--- config.mk ---
export PLATFORM = sky130hd
export DESIGN_NAME = baud_clock_generator
export DESIGN_NICKNAME = d
export VERILOG_FILES = /design/src/pkg/baud_clock_pkg.sv /design/src/core/baud_clock_generator.sv /design/src/core/cfg_byte_store.sv
export VERILOG_INCLUDE_DIRS = /design/src /design/src/pkg
export SDC_FILE = /design/constraint.sdc
export NUM_CORES = 1
export LEC_CHECK = 0
export ABC_AREA = 1
export BUFFER_PORTS_ARGS = -buffer_cell sky130_fd_sc_hd__buf_2
export CAP_MARGIN = 20
export CORE_MARGIN = 2
export CORE_UTILIZATION = 62
export CTS_BUF_LIST = sky130_fd_sc_hd__clkbuf_16
export CTS_CLUSTER_SIZE = 40
export DETAILED_ROUTE_END_ITERATION = 6
export PLACE_DENSITY_LB_ADDON = 0.25
export SKIP_CTS_REPAIR_TIMING = 1
export SLEW_MARGIN = 20
export SYNTH_ARGS = -nofsm -noshare
export SYNTH_HDL_FRONTEND = slang
export SYNTH_SLANG_ARGS = --single-unit
--- constraint.sdc ---
create_clock -name clk -period 3.2 [get_ports clk]
set_clock_uncertainty 0.2 [all_clocks]
set_input_delay 0.64 -clock clk [delete_from_list [all_inputs] [get_ports clk]]
set_output_delay 0.64 -clock clk [all_outputs]
set_load 0.005 [all_outputs]
--- src/pkg/baud_clock_defs.svh ---
/*
  Offsets, field positions, reset values and timing counts of the baud clock
  generator and its serially configured register block.
  Assumes it is included by bare name from design files that need the numbers.
*/
`ifndef BAUD_CLOCK_DEFS_SVH
`define BAUD_CLOCK_DEFS_SVH

// register block
`define REG_COUNT 20
`define REG_ADDR_W 5
`define TRANSMITTER_CONTROL_ADDR 5'h0e
`define BAUD_DIVIDER_SELECT_ADDR 5'h0f
`define SCALER_SELECT_ADDR 5'h10

// first byte of a frame: direction flag and address field
`define CMD_READ_BIT 7
`define CMD_ADDR_MSB 4

// reset values
`define TRANSMITTER_CONTROL_RESET 8'h00
`define BAUD_DIVIDER_SELECT_RESET 8'h00
`define SCALER_SELECT_RESET 8'hb0

// prescaler code forced by the strap at an enable rising edge
`define PRESCALER_STRAP_CODE 3'h4

// clock source codes
`define CSRC_LOW 2'h0
`define CSRC_PRESCALER 2'h1
`define CSRC_BAUD 2'h2
`define CSRC_BAUD_INV 2'h3

// enable-low time before power-down, in reference clock cycles
`define SLEEP_CLOCKS 65536
`define SLEEP_CNT_W 17

`endif

--- src/pkg/baud_clock_pkg.sv ---
/*
  Types shared by the baud clock generator: register layouts and the
  serial link state.
  Assumes nothing beyond a SystemVerilog compiler.
*/
package baud_clock_pkg;

  typedef struct packed {
    logic power_down_bit;
    logic clock_out_power_down;
    logic xtal_div;
    logic fb_sel;
    logic [1:0] pa_mode;
    logic ref_ext;
    logic pll_enable_bit;
  } tx_ctrl_t;

  typedef struct packed {
    logic [2:0] clock_source_code;
    logic [2:0] prescaler_code;
    logic [1:0] after_scaler_code;
  } scaler_sel_t;

  typedef enum logic [1:0] {
    LINK_IDLE = 2'b00,
    LINK_CMD = 2'b01,
    LINK_DATA = 2'b10
  } link_state_t;

endpackage : baud_clock_pkg

--- src/core/baud_clock_generator.sv ---
/*
  Baud clock generator with prescaler, baud divider, after-scaler, clock
  output selection, transmit data resync and the serial register block.
  Assumes clk is the reference clock; pa_on, tx_active, sync_sel,
  transparent_sel and tx_data_in come from the transmit state machine on clk;
  sck, en and sdio are pins and are synchronised here.
*/
`timescale 1ns/10ps
`include "baud_clock_defs.svh"
module baud_clock_generator
  import baud_clock_pkg::*;
#(
  parameter int SLEEP_CLOCKS = `SLEEP_CLOCKS
) (
  input wire logic clk,
  input wire logic resetn,
  input wire logic sck,
  input wire logic en,
  input wire logic sdio_in,
  output logic sdio_out,
  output logic sdio_oe,
  input wire logic pa_on,
  input wire logic tx_active,
  input wire logic sync_sel,
  input wire logic transparent_sel,
  input wire logic tx_data_in,
  output logic clock_output_pin,
  output logic clock_output_oe,
  output logic transmit_data_output,
  output logic data_gen_tick,
  output logic xtal_run,
  output tx_ctrl_t transmitter_control
);

  // pin synchronisers
  logic sck_q1_r, sck_q2_r, en_q1_r, en_q2_r, sdi_q1_r, sdi_q2_r;
  logic sck_d_r, en_d_r;

  always_ff @(posedge clk or negedge resetn) begin
    if (!resetn) begin
      {sck_q1_r, sck_q2_r, en_q1_r, en_q2_r, sdi_q1_r, sdi_q2_r} <= 6'h00;
      {sck_d_r, en_d_r} <= 2'h0;
    end else begin
      {sck_q1_r, sck_q2_r} <= {sck, sck_q1_r};
      {en_q1_r, en_q2_r} <= {en, en_q1_r};
      {sdi_q1_r, sdi_q2_r} <= {sdio_in, sdi_q1_r};
      {sck_d_r, en_d_r} <= {sck_q2_r, en_q2_r};
    end
  end

  wire sck_rise = sck_q2_r & ~sck_d_r;
  wire sck_fall = ~sck_q2_r & sck_d_r;
  wire en_rise = en_q2_r & ~en_d_r;
  wire en_fall = ~en_q2_r & en_d_r;

  // serial link
  link_state_t state_r;
  logic edge_rise_r, rd_r;
  logic [2:0] bit_cnt_r;
  logic [`REG_ADDR_W-1:0] addr_r;
  logic [7:0] rx_shift_r, tx_shift_r;
  logic [1:0] load_p_r;
  tx_ctrl_t txctl_r;
  logic [7:0] baud_div_r;
  scaler_sel_t scaler_r;
  logic [7:0] mem_rdata;

  wire active_edge = en_q2_r & en_d_r & (state_r != LINK_IDLE)
                   & (edge_rise_r ? sck_rise : sck_fall);
  wire [7:0] rx_nxt = {rx_shift_r[6:0], sdi_q2_r};
  wire byte_done = active_edge & (bit_cnt_r == 3'h7);
  wire addr_ok = int'(addr_r) < `REG_COUNT;
  wire wr_strobe = byte_done & (state_r == LINK_DATA) & ~rd_r & addr_ok;
  wire wr_txctl = wr_strobe & (addr_r == `TRANSMITTER_CONTROL_ADDR);
  wire wr_baud = wr_strobe & (addr_r == `BAUD_DIVIDER_SELECT_ADDR);
  wire wr_scaler = wr_strobe & (addr_r == `SCALER_SELECT_ADDR);
  wire rd_start = byte_done & ((state_r == LINK_CMD) ? rx_nxt[`CMD_READ_BIT] : rd_r);
  wire [7:0] rd_byte = (addr_r == `TRANSMITTER_CONTROL_ADDR) ? txctl_r
                     : (addr_r == `BAUD_DIVIDER_SELECT_ADDR) ? baud_div_r
                     : (addr_r == `SCALER_SELECT_ADDR) ? scaler_r
                     : addr_ok ? mem_rdata : 8'h00;

  always_ff @(posedge clk or negedge resetn) begin
    if (!resetn) begin
      state_r <= LINK_IDLE;
      edge_rise_r <= 1'b0;
      rd_r <= 1'b0;
      bit_cnt_r <= 3'h0;
      addr_r <= '0;
      rx_shift_r <= 8'h00;
    end else if (en_rise) begin
      state_r <= LINK_CMD;
      edge_rise_r <= sck_q2_r;
      rd_r <= 1'b0;
      bit_cnt_r <= 3'h0;
    end else if (en_fall) begin
      state_r <= LINK_IDLE;
      rd_r <= 1'b0;
    end else if (active_edge) begin
      rx_shift_r <= rx_nxt;
      bit_cnt_r <= bit_cnt_r + 3'h1;
      if (byte_done && state_r == LINK_CMD) begin
        state_r <= LINK_DATA;
        rd_r <= rx_nxt[`CMD_READ_BIT];
        addr_r <= rx_nxt[`CMD_ADDR_MSB:0];
      end else if (byte_done) begin
        addr_r <= addr_r + 5'h01;
      end
    end
  end

  // read path: store output lags the address by one clock, hence two stages
  always_ff @(posedge clk or negedge resetn) begin
    if (!resetn) begin
      load_p_r <= 2'h0;
      tx_shift_r <= 8'h00;
      sdio_out <= 1'b0;
      sdio_oe <= 1'b0;
    end else begin
      load_p_r <= {load_p_r[0], rd_start};
      if (load_p_r[1]) begin
        tx_shift_r <= rd_byte;
      end else if (active_edge) begin
        tx_shift_r <= {tx_shift_r[6:0], 1'b0};
      end
      sdio_out <= tx_shift_r[7];
      sdio_oe <= en_q2_r & rd_r & (state_r == LINK_DATA);
    end
  end

  cfg_byte_store #(
    .DEPTH(`REG_COUNT),
    .WIDTH(8),
    .AW(`REG_ADDR_W)
  ) u_store (
    .clk(clk),
    .wr_en(wr_strobe),
    .wr_addr(addr_r),
    .wr_data(rx_nxt),
    .rd_addr(addr_r),
    .rd_data_r(mem_rdata)
  );

  // enable-low timeout and control registers
  logic [`SLEEP_CNT_W-1:0] sleep_cnt_r;
  wire sleep_hit = ~en_q2_r & (sleep_cnt_r == `SLEEP_CNT_W'(SLEEP_CLOCKS - 1));

  always_ff @(posedge clk or negedge resetn) begin
    if (!resetn) begin
      sleep_cnt_r <= '0;
    end else if (en_q2_r) begin
      sleep_cnt_r <= '0;
    end else if (!sleep_hit && !txctl_r.power_down_bit) begin
      sleep_cnt_r <= sleep_cnt_r + `SLEEP_CNT_W'(1);
    end
  end

  tx_ctrl_t txctl_nxt;
  always_comb begin
    txctl_nxt = wr_txctl ? tx_ctrl_t'(rx_nxt) : txctl_r;
    if (sleep_hit) begin
      txctl_nxt.power_down_bit = 1'b1;
    end
  end

  always_ff @(posedge clk or negedge resetn) begin
    if (!resetn) begin
      txctl_r <= `TRANSMITTER_CONTROL_RESET;
      baud_div_r <= `BAUD_DIVIDER_SELECT_RESET;
      scaler_r <= `SCALER_SELECT_RESET;
    end else begin
      txctl_r <= txctl_nxt;
      if (wr_baud) begin
        baud_div_r <= rx_nxt;
      end
      if (wr_scaler) begin
        scaler_r <= rx_nxt;
      end else if (en_rise && !sdi_q2_r) begin
        scaler_r.prescaler_code <= `PRESCALER_STRAP_CODE;
      end
    end
  end

  // prescaler
  wire osc_on = ~txctl_r.power_down_bit;
  logic [6:0] presc_cnt_r;
  logic presc_level_r;
  wire [6:0] presc_mask = 7'((8'h01 << scaler_r.prescaler_code) - 8'h01);
  wire presc_tick = osc_on & ((presc_cnt_r & presc_mask) == presc_mask);
  wire [6:0] presc_cnt_nxt = presc_cnt_r + 7'h01;
  wire [2:0] presc_bit = scaler_r.prescaler_code - 3'h1;
  wire presc_level_nxt = (scaler_r.prescaler_code == 3'h0) ? ~presc_level_r
                       : presc_cnt_nxt[presc_bit];

  always_ff @(posedge clk or negedge resetn) begin
    if (!resetn) begin
      presc_cnt_r <= 7'h00;
      presc_level_r <= 1'b0;
    end else if (osc_on) begin
      presc_cnt_r <= presc_cnt_nxt;
      presc_level_r <= presc_level_nxt;
    end
  end

  // baud divider and after-scaler
  logic [7:0] baud_cnt_r;
  logic baud_r;
  logic [2:0] asc_cnt_r;
  wire baud_wrap = presc_tick & (baud_cnt_r == baud_div_r);
  wire baud_rise = baud_wrap & ~baud_r;
  wire asc_run = pa_on & tx_active;
  wire [2:0] asc_mask = 3'((4'h1 << scaler_r.after_scaler_code) - 4'h1);
  wire asc_hit = baud_rise & asc_run & ((asc_cnt_r & asc_mask) == asc_mask);

  always_ff @(posedge clk or negedge resetn) begin
    if (!resetn) begin
      baud_cnt_r <= 8'h00;
      baud_r <= 1'b0;
      asc_cnt_r <= 3'h0;
      data_gen_tick <= 1'b0;
    end else if (!pa_on) begin
      baud_cnt_r <= 8'h00;
      baud_r <= 1'b0;
      asc_cnt_r <= 3'h0;
      data_gen_tick <= 1'b0;
    end else begin
      if (presc_tick) begin
        baud_cnt_r <= baud_wrap ? 8'h00 : baud_cnt_r + 8'h01;
      end
      if (baud_wrap) begin
        baud_r <= ~baud_r;
      end
      if (baud_rise && asc_run) begin
        asc_cnt_r <= asc_cnt_r + 3'h1;
      end
      data_gen_tick <= asc_hit;
    end
  end

  // clock output selection; the pin sees the baud clock before after-scaling
  wire [1:0] csrc = scaler_r.clock_source_code[1:0];
  wire csrc_top = scaler_r.clock_source_code[2];
  wire src_live = (csrc == `CSRC_LOW) ? 1'b0
                : (csrc == `CSRC_PRESCALER) ? presc_level_r
                : (csrc == `CSRC_BAUD) ? baud_r : ~baud_r;
  wire src_idle = csrc_top & (csrc == `CSRC_BAUD_INV);
  wire ck_val = (tx_active || (csrc_top && csrc == `CSRC_PRESCALER)) ? src_live : src_idle;
  wire ck_oe = ~txctl_r.clock_out_power_down & (csrc_top | tx_active);

  always_ff @(posedge clk or negedge resetn) begin
    if (!resetn) begin
      clock_output_pin <= 1'b0;
      clock_output_oe <= 1'b0;
    end else begin
      clock_output_pin <= ck_val;
      clock_output_oe <= ck_oe;
    end
  end

  // transmit data: always re-timed here, even when passed through from the pin
  wire data_src = transparent_sel ? sdi_q2_r : tx_data_in;
  wire ck_edge = (csrc == `CSRC_BAUD_INV) ? (~ck_val & clock_output_pin)
               : (ck_val & ~clock_output_pin);
  wire txd_nxt = (sync_sel && !ck_edge) ? transmit_data_output : data_src;

  always_ff @(posedge clk or negedge resetn) begin
    if (!resetn) begin
      transmit_data_output <= 1'b0;
      xtal_run <= 1'b0;
      transmitter_control <= `TRANSMITTER_CONTROL_RESET;
    end else begin
      transmit_data_output <= txd_nxt;
      xtal_run <= osc_on;
      transmitter_control <= txctl_r;
    end
  end

  // checks
  chk_baud_held_off: assert property (@(posedge clk) disable iff (!resetn)
    !pa_on |=> (baud_cnt_r == 8'h00) && !baud_r && (asc_cnt_r == 3'h0))
    else $error("baud counter not held while amplifier off");

  chk_baud_toggle: assert property (@(posedge clk) disable iff (!resetn)
    pa_on && presc_tick && (baud_cnt_r == baud_div_r) |=> baud_r != $past(baud_r))
    else $error("baud clock did not toggle at divider wrap");

  chk_presc_runs: assert property (@(posedge clk) disable iff (!resetn)
    osc_on |=> presc_cnt_r == $past(presc_cnt_r) + 7'h01)
    else $error("prescaler stalled while oscillator runs");

  chk_presc_strap: assert property (@(posedge clk) disable iff (!resetn)
    en_rise && !sdi_q2_r |=> scaler_r.prescaler_code == `PRESCALER_STRAP_CODE)
    else $error("prescaler strap not applied");

  chk_clock_output_pin_pd: assert property (@(posedge clk) disable iff (!resetn)
    txctl_r.clock_out_power_down |=> !clock_output_oe)
    else $error("clock pin driven while powered down");

  chk_clock_output_pin_idle: assert property (@(posedge clk) disable iff (!resetn)
    !csrc_top && !tx_active |=> !clock_output_oe)
    else $error("clock pin driven while idle with top bit clear");

  chk_clock_output_pin_high_idle: assert property (@(posedge clk) disable iff (!resetn)
    scaler_r.clock_source_code == 3'h7 && !tx_active && !txctl_r.clock_out_power_down
    |=> clock_output_oe && clock_output_pin)
    else $error("clock pin not high when idle on inverted code");

  chk_asc_idle: assert property (@(posedge clk) disable iff (!resetn)
    !asc_run |=> !data_gen_tick)
    else $error("data tick while not transmitting");

  chk_sleep_entry: assert property (@(posedge clk) disable iff (!resetn)
    sleep_hit |=> txctl_r.power_down_bit ##1 !xtal_run)
    else $error("power-down not entered after enable timeout");

  chk_txctl_commit: assert property (@(posedge clk) disable iff (!resetn)
    wr_txctl && !sleep_hit |=> txctl_r == $past(rx_nxt))
    else $error("control byte not applied whole");

endmodule : baud_clock_generator

--- src/core/cfg_byte_store.sv ---
/*
  Small byte store holding the configuration block; read data is registered.
  Assumes one clock, one write port and one read port with one cycle latency.
*/
`timescale 1ns/10ps
module cfg_byte_store #(
  parameter int DEPTH = 20,
  parameter int WIDTH = 8,
  parameter int AW = 5
) (
  input wire logic clk,
  input wire logic wr_en,
  input wire logic [AW-1:0] wr_addr,
  input wire logic [WIDTH-1:0] wr_data,
  input wire logic [AW-1:0] rd_addr,
  output logic [WIDTH-1:0] rd_data_r
);

  // contents survive reset on purpose: only software rewrites them
  logic [WIDTH-1:0] mem [DEPTH];

  wire wr_ok = wr_en && (int'(wr_addr) < DEPTH);
  wire rd_ok = int'(rd_addr) < DEPTH;

  always_ff @(posedge clk) begin
    if (wr_ok) begin
      mem[wr_addr] <= wr_data;
    end
    rd_data_r <= rd_ok ? mem[rd_addr] : '0;
  end

endmodule : cfg_byte_store

==> results.txt <==
Final Instance Count excl. Fillers: 1510
All-layer global routing usage: 26.61%
CTS Buffer Depth: 3
WP data arrival: 3040 ps
Hold WC Path Type: flip-flop to flip-flop
Antenna diodes: 0
Clock sink count: 281
GP Congestion: 0.9302
Area delta synth->final: 11.96%
Post-DP HPWL: 17.62 mm
Vias in the first global route: 8166
Slew Viols, Final: 0
Syn Inst Count: 1172
Async SR Flop Fraction: 40.21%
Layout Nets: 1254
Largest family of logic cells by synthesized area: simple AND/OR/NAND/NOR gates
I/O pin count: 25
WL/cell: 17.78 µm
Max VDD drop: 0.4697 mV
Synth Area in Compound Gates: 12.15%
Post-Syn Area per Cell: 10.41 µm²
Placed insts: 1454
IO buf count: 24
Num rows: 51
CORE AREA: 19400 µm²
WL final: 26.85 mm
CTS tree: yes
Post-Synth XOR/XNOR Area: 1.436%
Post-synth EDFFs: 160
Multiplexer share of the synthesized area: 0.08204%
1st-iter DRT viols: 976
Max FO, Critical Path: 8
WHS: 146.7 ps
Area fraction of the dominant cell type after synthesis: 39.38%
Synth Area in Adders: 2.154%
Post-synth top flop: edfxtp_1
Setup TNS Final: 0 ps
Antenna viol nets, final: 0
Die Wd: 144.3 µm
Pwr dens: 539.6 nW/µm²
Synth warn: 0
Simple-gate share of the synthesized area: 15.87%
Fmax: 361.7 MHz
First-pass GRT wire length: 42.66 mm
Slew at the pin closest to its max-slew limit: 875.6 ps
# fillers: 1443
Synth Cell Area: 12200 µm²
Die height: 144.3 µm
CTS root buf: clkbuf_16
Final core occ: 70.41%
Post-detailed-route DRC marker count: 0
MaxCap Viol Count: 0
Most frequent cells after synthesis: nand2_1 (191), edfxtp_1 (160), nor2_1 (159), o21ai_0 (125), dfrtp_1 (110)
Clk Latency, worst-skew pair: 540 ps
Syn Nets: 1203
Vias per cell: 5.798
Min Tclk post-route: 2765 ps
Starting Density: 62.89%
Synth top area cells: edfxtp_1 (39%), dfrtp_1 (23%), nand2_1 (5.9%)
Largest net degree at the start of global routing: 63
Worst setup SP type: flip-flop
Area of the multi-input gates: 3866 µm²
Synth area leader: edfxtp_1
Unrepaired setup endpoints after global routing: false
Number of setup violations in the final report: 0
H-tree levels: 1
Status: complete, no violations
Total gr overflow: 0
Flops & latches, synth: 281
Seq/Total Area, Yosys: 63.90%
Via count: 8755
Pleak: 5.574 nW
WS Path Type: flip-flop to flip-flop
Count of cell types in the netlist: 51
Initial antenna violation count: 0
Endpoints failing hold: 0
Count leader, synth: nand2_1
Layout cells sized above 1: 10.76%
Sequential Area: 7797 µm²
Clk pin slew, worst setup/hold paths: 60 ps
Design Power: 7.371 mW
Critical path required time: 3480 ps
Die footprint: 20820 µm²
Final period util: 86.40%
1st-pass router iterations: 6
Crit end category: flip-flop
Inserted Clock Buffers: 28
Rel. slew slack: 41.63%
## power by group
group	switching (mW)	internal [mW]
clock network	1.33	1.75
registers	0.0890	3.92
logic	0.186	0.0983
total	1.60	5.77
## per-layer routing
layer,up-vias,wire length [µm],GRT usage [%]
li1,4170,-,-
met1,4192,11920,40.33
met2,360,12380,41.01
met3,33,2119,3.974
met4,0,428,6.898
met5,-,0,0
## registers in the layout (all words and copies together), names as in the netlist, 8 cells and up
name	count
baud_cnt_r	8
baud_div_r	8
sleep_cnt_r	17
transmitter_control	8
tx_shift_r	8
txctl_r	8
u_store.mem	160
u_store.rd_data_r	8
## worst max-delay path, stage by stage (launching register included)
cell	delay (ps)
dfrtp_1	440
inv_1	240
ha_1	300
inv_1	80
nor2_1	120
inv_1	70
ha_1	280
o21ai_0	70
nor2_1	130
nand2_1	60
inv_1	50
nand2_1	40
nor2_1	170
nand4_1	210
nand2_1	140
nand2_1	60
nand2_1	60
## layout by cell type, fill, tap and decap left out, types with 8 or more instances in the layout
cell / Yosys / routed
a21oi_1: 44 / 44
buf_2: 10 / 23
buf_4: 4 / 32
clkbuf_16: 0 / 28
clkinv_1: 2 / 11
dfrtp_1: 110 / 109
dfxtp_1: 8 / 8
edfxtp_1: 160 / 160
ha_1: 21 / 21
inv_1: 76 / 82
inv_2: 10 / 10
nand2_1: 191 / 191
nand3_1: 42 / 42
nand4_1: 25 / 25
nor2_1: 159 / 159
nor3_1: 8 / 8
o21ai_0: 125 / 125
o21ai_1: 29 / 29
o22ai_1: 46 / 46
xor2_1: 14 / 14
## final timing paths
kind / start / endpoint / slack [ps] / cells past startpoint
worst min-delay path: sck_q1_r / sck_q2_r / 150 / 0
max in group asynchronous: resetn / txctl_r[3] / 1670 / 3
worst max-delay path: scaler_r[2] / asc_cnt_r[0] / 440 / 16
min in group asynchronous: resetn / transmit_data_output / 420 / 2
worst min register to register: sck_q1_r / sck_q2_r / 150 / 0
worst max register to register: scaler_r[2] / asc_cnt_r[0] / 440 / 16
## cells by family after synthesis
logic type,count (synthesis)
simple gates,449
compound gates,269
xor+xnor,20
mux,1
buf+inv,131
fa+ha+maj,21
flops,281
## area by class of cell
class	count	area share [%]
Timing Repair Buffer	62	3.334
Sequential cell	281	57.09
Clock inverter	24	1.218
Inverter	90	2.501
Tap cell	265	2.427
Clock buffer	28	5.130
Multi-Input combinational cell	760	28.30
## stage by stage
step	cell area (µm²)	worst slack (ps)
detailed placement	12750	475.5
global placement	12750	553.9
floorplan	12200	762.7
global route	13660	80.68
finish	13660	435.1
CTS	13620	454.2
Note: power is estimated with default switching activity, not from simulation.
